==> src/rtl/bridge_arb_pkg.sv <==
package bridge_arb_pkg;

    localparam int ADDR_W = 32;
    localparam int DATA_W = 32;
    localparam int NUM_CHAN = 16;
    localparam int NUM_NAND = 8;

    // Consecutive processor losses after which priority turns round
    localparam logic [1:0] LOCKOUT_MAX = 2'h3;
    localparam logic [1:0] LOCKOUT_RESET = 2'h0;

    // Channels with a peripheral behind them; the upper eight are empty
    localparam logic [NUM_CHAN-1:0] CHAN_PRESENT = 16'h00FF;
    localparam logic [3:0] NAND_FIRST_CH = 4'h0;
    localparam logic [3:0] RR_PTR_RESET = 4'h0;

    localparam logic HREADY_RESET = 1'b1;

    typedef struct packed {
        logic write;
        logic [ADDR_W-1:0] addr;
        logic [DATA_W-1:0] wdata;
    } xfer_cmd_t;

    typedef struct packed {
        logic sel;
        logic enable;
        logic write;
        logic [ADDR_W-1:0] addr;
        logic [DATA_W-1:0] wdata;
    } pbus_req_t;

    typedef enum logic [1:0] {
        ST_IDLE = 2'b00,
        ST_SETUP = 2'b01,
        ST_ACCESS = 2'b10
    } pbus_state_t;

endpackage

==> src/rtl/bridge_arbiter.sv <==
`timescale 1ns/1ns
module bridge_arbiter
    import bridge_arb_pkg::*;
(
    // Clock and reset
    input wire logic core_clk,
    input wire logic reset,
    // Processor side, AHB slave
    input wire logic hsel,
    input wire logic [1:0] htrans,
    input wire logic hwrite,
    input wire logic [ADDR_W-1:0] haddr,
    input wire logic [DATA_W-1:0] hwdata,
    output logic hready,
    output logic [DATA_W-1:0] hrdata,
    // DMA channels
    input wire logic [NUM_CHAN-1:0] dma_req,
    input wire xfer_cmd_t [NUM_CHAN-1:0] dma_cmd,
    output logic [NUM_CHAN-1:0] dma_ack,
    output logic [DATA_W-1:0] dma_rdata,
    // Shared peripheral bus
    output pbus_req_t hclk_peripheral_bus,
    output logic [NUM_NAND-1:0] nand_port_sel,
    input wire logic [DATA_W-1:0] prdata,
    input wire logic pready
);

    pbus_state_t state_reg, state_next;
    pbus_req_t pbus_reg, pbus_next;
    logic owner_dma_reg;
    logic [3:0] chan_reg;
    logic [3:0] rr_ptr_reg;
    logic [1:0] lock_reg, lock_next;
    logic hready_reg;
    logic [DATA_W-1:0] hrdata_reg;
    logic pio_pend_reg;
    logic pio_wait_data_reg;
    xfer_cmd_t pio_cmd_reg;
    logic [NUM_CHAN-1:0] dma_ack_reg;
    logic [DATA_W-1:0] dma_rdata_reg;
    logic [NUM_NAND-1:0] nand_sel_reg;

    function automatic logic [3:0] next_chan(input logic [NUM_CHAN-1:0] req,
                                             input logic [3:0] ptr);
        logic [3:0] idx;
        logic found;
        next_chan = ptr;
        found = 1'b0;
        for (int i = 0; i < NUM_CHAN; i++) begin
            idx = ptr + 4'(i);
            if (!found && req[idx]) begin
                next_chan = idx;
                found = 1'b1;
            end
        end
    endfunction

    // Decode and arbitration
    wire ahb_take = hsel && htrans[1] && hready_reg;
    wire pio_ready = pio_pend_reg && !pio_wait_data_reg;
    // Empty channels are never granted, so a stray request there cannot stall the bus
    wire [NUM_CHAN-1:0] dma_live = dma_req & CHAN_PRESENT;
    wire dma_any = |dma_live;
    wire [3:0] dma_pick = next_chan(dma_live, rr_ptr_reg);
    wire lock_full = (lock_reg == LOCKOUT_MAX);
    wire pick_pio = pio_ready && (!dma_any || lock_full);
    wire pick_dma = dma_any && !pick_pio;
    wire arb_start = (state_reg == ST_IDLE) && (pick_pio || pick_dma);
    wire xfer_done = (state_reg == ST_ACCESS) && pready;
    wire pio_done = xfer_done && !owner_dma_reg;
    wire dma_done = xfer_done && owner_dma_reg;
    wire xfer_cmd_t start_cmd = pick_pio ? pio_cmd_reg : dma_cmd[dma_pick];
    wire [NUM_CHAN-1:0] chan_onehot = NUM_CHAN'(1) << chan_reg;
    wire [NUM_NAND-1:0] nand_onehot = NUM_NAND'(1) << dma_pick[2:0];

    // Lockout counter; saturation comes from the processor winning at the top
    always_comb begin
        lock_next = lock_reg;
        if (arb_start && pick_pio) begin
            lock_next = LOCKOUT_RESET;
        end else if (arb_start && pio_ready) begin
            lock_next = lock_reg + 2'h1;
        end
    end

    // Peripheral bus sequence: setup, then access until pready
    always_comb begin
        state_next = state_reg;
        pbus_next = pbus_reg;
        case (state_reg)
            ST_IDLE: begin
                if (arb_start) begin
                    state_next = ST_SETUP;
                    pbus_next = {1'b1, 1'b0, start_cmd};
                end
            end
            ST_SETUP: begin
                state_next = ST_ACCESS;
                pbus_next.enable = 1'b1;
            end
            ST_ACCESS: begin
                if (pready) begin
                    state_next = ST_IDLE;
                    pbus_next.sel = 1'b0;
                    pbus_next.enable = 1'b0;
                end
            end
            default: begin
                state_next = ST_IDLE;
                pbus_next.sel = 1'b0;
                pbus_next.enable = 1'b0;
            end
        endcase
    end

    always_ff @(posedge core_clk) begin
        if (reset) begin
            state_reg <= ST_IDLE;
            pbus_reg <= '0;
            lock_reg <= LOCKOUT_RESET;
        end else begin
            state_reg <= state_next;
            pbus_reg <= pbus_next;
            lock_reg <= lock_next;
        end
    end

    always_ff @(posedge core_clk) begin
        if (reset) begin
            owner_dma_reg <= 1'b0;
            chan_reg <= RR_PTR_RESET;
            rr_ptr_reg <= RR_PTR_RESET;
            nand_sel_reg <= '0;
        end else if (arb_start) begin
            owner_dma_reg <= pick_dma;
            chan_reg <= dma_pick;
            nand_sel_reg <= (pick_dma && dma_pick < 4'(NUM_NAND)) ? nand_onehot : '0;
        end else if (xfer_done) begin
            nand_sel_reg <= '0;
            if (owner_dma_reg) begin
                rr_ptr_reg <= chan_reg + 4'h1;
            end
        end
    end

    // AHB slave: wait states until the peripheral transfer finishes
    always_ff @(posedge core_clk) begin
        if (reset) begin
            hready_reg <= HREADY_RESET;
            pio_pend_reg <= 1'b0;
            pio_wait_data_reg <= 1'b0;
            pio_cmd_reg <= '0;
            hrdata_reg <= '0;
        end else begin
            pio_wait_data_reg <= ahb_take;
            if (ahb_take) begin
                hready_reg <= 1'b0;
                pio_pend_reg <= 1'b1;
                pio_cmd_reg.write <= hwrite;
                pio_cmd_reg.addr <= haddr;
            end else if (pio_done) begin
                hready_reg <= 1'b1;
                pio_pend_reg <= 1'b0;
                hrdata_reg <= prdata;
            end
            // Write data follows one cycle behind the address phase
            if (pio_wait_data_reg) begin
                pio_cmd_reg.wdata <= hwdata;
            end
        end
    end

    always_ff @(posedge core_clk) begin
        if (reset) begin
            dma_ack_reg <= '0;
            dma_rdata_reg <= '0;
        end else begin
            dma_ack_reg <= dma_done ? chan_onehot : '0;
            if (dma_done) begin
                dma_rdata_reg <= prdata;
            end
        end
    end

    assign hready = hready_reg;
    assign hrdata = hrdata_reg;
    assign dma_ack = dma_ack_reg;
    assign dma_rdata = dma_rdata_reg;
    assign hclk_peripheral_bus = pbus_reg;
    assign nand_port_sel = nand_sel_reg;
endmodule

==> config.mk <==
export PLATFORM = sky130hd
export DESIGN_NAME = bridge_arbiter
export DESIGN_NICKNAME = d
export VERILOG_FILES = /design/src/rtl/bridge_arb_pkg.sv /design/src/rtl/bridge_arbiter.sv
export SDC_FILE = /design/constraint.sdc
export NUM_CORES = 1
export LEC_CHECK = 0
export BUFFER_PORTS_ARGS = -buffer_cell sky130_fd_sc_hd__buf_2
export CORE_AREA = 2 2 520 522
export CTS_CLUSTER_SIZE = 20
export DETAILED_ROUTE_END_ITERATION = 7
export DIE_AREA = 0 0 522 524
export PLACE_DENSITY = 0.3
export REMOVE_ABC_BUFFERS = 1
export SETUP_SLACK_MARGIN = 0.3
export SYNTH_ARGS = -nofsm -noshare
export SYNTH_HDL_FRONTEND = slang
export SYNTH_SLANG_ARGS = --single-unit
==> constraint.sdc <==
create_clock -name core_clk -period 11.1 [get_ports core_clk]
set_input_delay 3.33 -clock core_clk [delete_from_list [all_inputs] [get_ports core_clk]]
set_output_delay 3.33 -clock core_clk [all_outputs]
set_load 0.02 [all_outputs]
==> impl_results.md <==
* Status: complete, no violations
* Hpwl dp at 103000 µm
* Worst r2r src: rr_ptr_reg[1]$_SDFFE_PP0P_
* Core region area at 267000 µm²
* Core Util, Final at 8.95%
* Placed cell count at 6103
* Fin crit period at 7.98 ns
* Port bufs at 785
* Worst Path Buf+Inv at 3
* Drt first-iter violations at 1066
* Share of the synthesized area in the top cell type at 32.2%
* Critical R2R Capture: hclk_peripheral_bus[24]$_SDFFE_PP0P_
* Worst-Margin Slew at 1.00 ns
* Final setup TNS at 0 ns
* Largest stage delay on the critical path at 0.83 ns
* Drt pass-1 iters at 5
* Htree depth at 2
* Final non-filler cell total at 6183
* Worst slew margin at 31.2%
* Max Root-Sink Buffers at 3
* Worst Setup EP: hclk_peripheral_bus[24]$_SDFFE_PP0P_
* Pin count of the biggest net entering global routing at 81
* Routed Antenna Nets at 0
* Share of layout cells above drive strength 1 at 35.8%
* Clock Skew at 0.0301 ns
* Clk Tree Root Cell: clkbuf_16
* First-pass GRT wire length at 164000 µm
* Number of max-cap violations at 0
* Unrepaired setup endpoints after global routing: false
* Critical path launch point type: input pin
* Achievable frequency at 125 MHz
* Global-route usage over all layers at 8.86%
* YS warnings at 0
* CP most frequent cell: buf_4
* Yosys reg bits at 235
* Most used DFF post-synth: dfxtp_1
* VDD IR max at 0.0682 mV
* Final setup margin at 3.12 ns
* Worst R2R Setup Slack at 4.34 ns
* Crit-path cells: buf_2, mux4_2, mux2i_1, o31ai_1, nand2b_1, nor4_2, a211oi_2, and4b_4, buf_4, buf_4, o21ai_0, nand3_1, a21oi_1, o21ai_1
* FFs w/ async S/R, synth at 0%
* Most frequent cell after synthesis: nand3_1
* Worst Hold Class: reg2reg
* Std cell rows at 190
* Hold slack at 0.450 ns
* Effective utilization at floorplan at 5.47%
* Critical path's slowest cell: buf_4
* Critical path arrival at 8.48 ns
* Area growth syn-to-layout at 63.6%
* Met1 Use GR at 10.3%
* Global routing met2 resource utilization at 15.0%
* Via count at 17900
* DRT Wirelength at 127000 µm
* Gr ovfl total at 0
* Register area share after synthesis at 32.2%
* Crit Path Class: in2reg
* Cell area after synthesis at 14600 µm²
* Num ports at 1315
* Worst path required time at 11.61 ns
* Layout Nets at 3762
* Critical-path maximum fanout at 82
* Worst path top cell family by delay: compound AO/OA/AOI/OAI gates
* Syn Area/Cell at 7.66 µm²
* Crit path depth at 14
* Most frequent cells after synthesis: nand3_1 (275), dfxtp_1 (235), nand2_1 (232)
* # Post-CTS Setup Buffers at 0
* Met3 GRT Util at 3.52%
* Initial antenna violation count at 79
* Yosys top cell by area: dfxtp_1
* Yosys cell types at 72
* Final-report hold violation count at 0
* Slew Viols, Final at 0
* P per Cell Area at 135 nW/µm²
* Fillers at 31500
* Max reg flops at 66
* Chip width at 522 µm
* Post-synth EDFFs at 0
* CTS tree: built
* Final Wtd Congestion at 0.830
* CTS clk-pin slew, worst paths at 0.05 ns
* Clock latency on the worst-skew pair at 0.60 ns
* WL/cell at 20.6 µm
* CTS resizes at 0
* Hold buffer count at CTS at 0
* Largest cells by area after synthesis: dfxtp_1 (32%), mux2i_1 (12%), nand3_1 (9.4%)
* Place WS at 2.47 ns
* GRT busiest layer: met2
* TritonCTS buffer count at 36
* Vias in the first global route at 17900
* Endpoints failing setup at 0
* Die height at 524 µm
* Fin crit share at 71.8%
* FF-to-FF path depth at 16
* Crit path launch: dma_req[4]
* Critical path capture point type: register
* Vias per cell at 2.89
* Leakage power at 0.00938 µW
* DIE AREA at 274000 µm²
* Remaining DRCs at 0
* Synth Instances at 1909
* Total clock sinks at 235
-- layout by cell type (no fill, tap or decap), types with 37 or more instances in the layout --
cell       synthesis  routed
buf_2             16     784
nand3_1          275     274
dfxtp_1          235     234
nand2_1          232     231
mux2i_1          181     181
a21oi_1          180     180
o21ai_0          143     142
nor2_1            96      95
a22oi_1           73      73
o21ai_1           66      66
a221o_1           65      65
buf_4              7      46
clkbuf_16          0      37
-- how the worst min path moves through the flow --
| stage | cells past startpoint | from | to | slack (ns) |
|---|---|---|---|---|
| 3_5_place_dp | 2 | hrdata[13]$_SDFFE_PP0P_ | hrdata[13]$_SDFFE_PP0P_ | 0.44 |
| 5_1_grt | 2 | dma_rdata[7]$_SDFFE_PP0P_ | dma_rdata[7]$_SDFFE_PP0P_ | 0.47 |
| 3_3_place_gp | 2 | hrdata[21]$_SDFFE_PP0P_ | hrdata[21]$_SDFFE_PP0P_ | 0.44 |
| 6_report | 2 | hrdata[6]$_SDFFE_PP0P_ | hrdata[6]$_SDFFE_PP0P_ | 0.45 |
| 2_1_floorplan | 2 | pio_cmd_reg[32]$_SDFFE_PP0P_ | pio_cmd_reg[32]$_SDFFE_PP0P_ | 0.43 |
| 4_1_cts | 2 | hrdata[13]$_SDFFE_PP0P_ | hrdata[13]$_SDFFE_PP0P_ | 0.45 |
-- layout make-up --
class	instances	area (µm²)	area share, %
multi-input combinational	1475	9150	38.2
antenna	18	45.0	0.188
sequential	235	4710	19.7
inverter	9	33.8	0.141
clock inverter	12	178	0.743
timing repair buffer	832	4300	18.0
tap	3552	4440	18.6
clock buffer	50	1060	4.45
-- worst min-delay path, stage by stage (launching register included) --
cell	delay (ns)
dfxtp_1	0.30
nand2_1	0.05
a21oi_1	0.05
-- logic make-up (layout without fill, tap and decap cells) --
logic type	Yosys count	count (layout)	share of synthesized area, %
and+or+nand+nor	666	666	20.8
AOI/OAI and AO/OA	584	584	24.7
DFF	235	235	32.2
buffers and inverters	199	903	6.05
muxes	198	198	14.3
adders and majority gates	14	14	1.20
xor gates and xnor gates	13	13	0.778
other	0	18	0
-- power breakdown --
group          leakage [µW]  switching (µW)  total, µW  internal [µW]
Sequential          0.00192            53.7        963            909
Clock              0.000611             504       1260            761
Combinational       0.00685             681       1000            323
Total               0.00938            1240       3230           1990
-- metal layers --
| layer | vias up | share of wire (%) | routed length (µm) |
|---|---|---|---|
| met2 | 810 | 47 | 59800 |
| met4 | 48 | 2.8 | 3580 |
| met5 | - | 0.24 | 302 |
| met1 | 8482 | 40 | 50900 |
| met3 | 179 | 9.9 | 12600 |
| li1 | 8376 | - | - |
-- through the flow --
step                      total power, µW  instance area [µm²]
after global placement               2040                22600
final                                3230                23900
after CTS                            3370                23900
after floorplan                      1440                13800
after global routing                 3450                23900
after detailed placement             2040                22600
(Power assumes the default switching activity.)
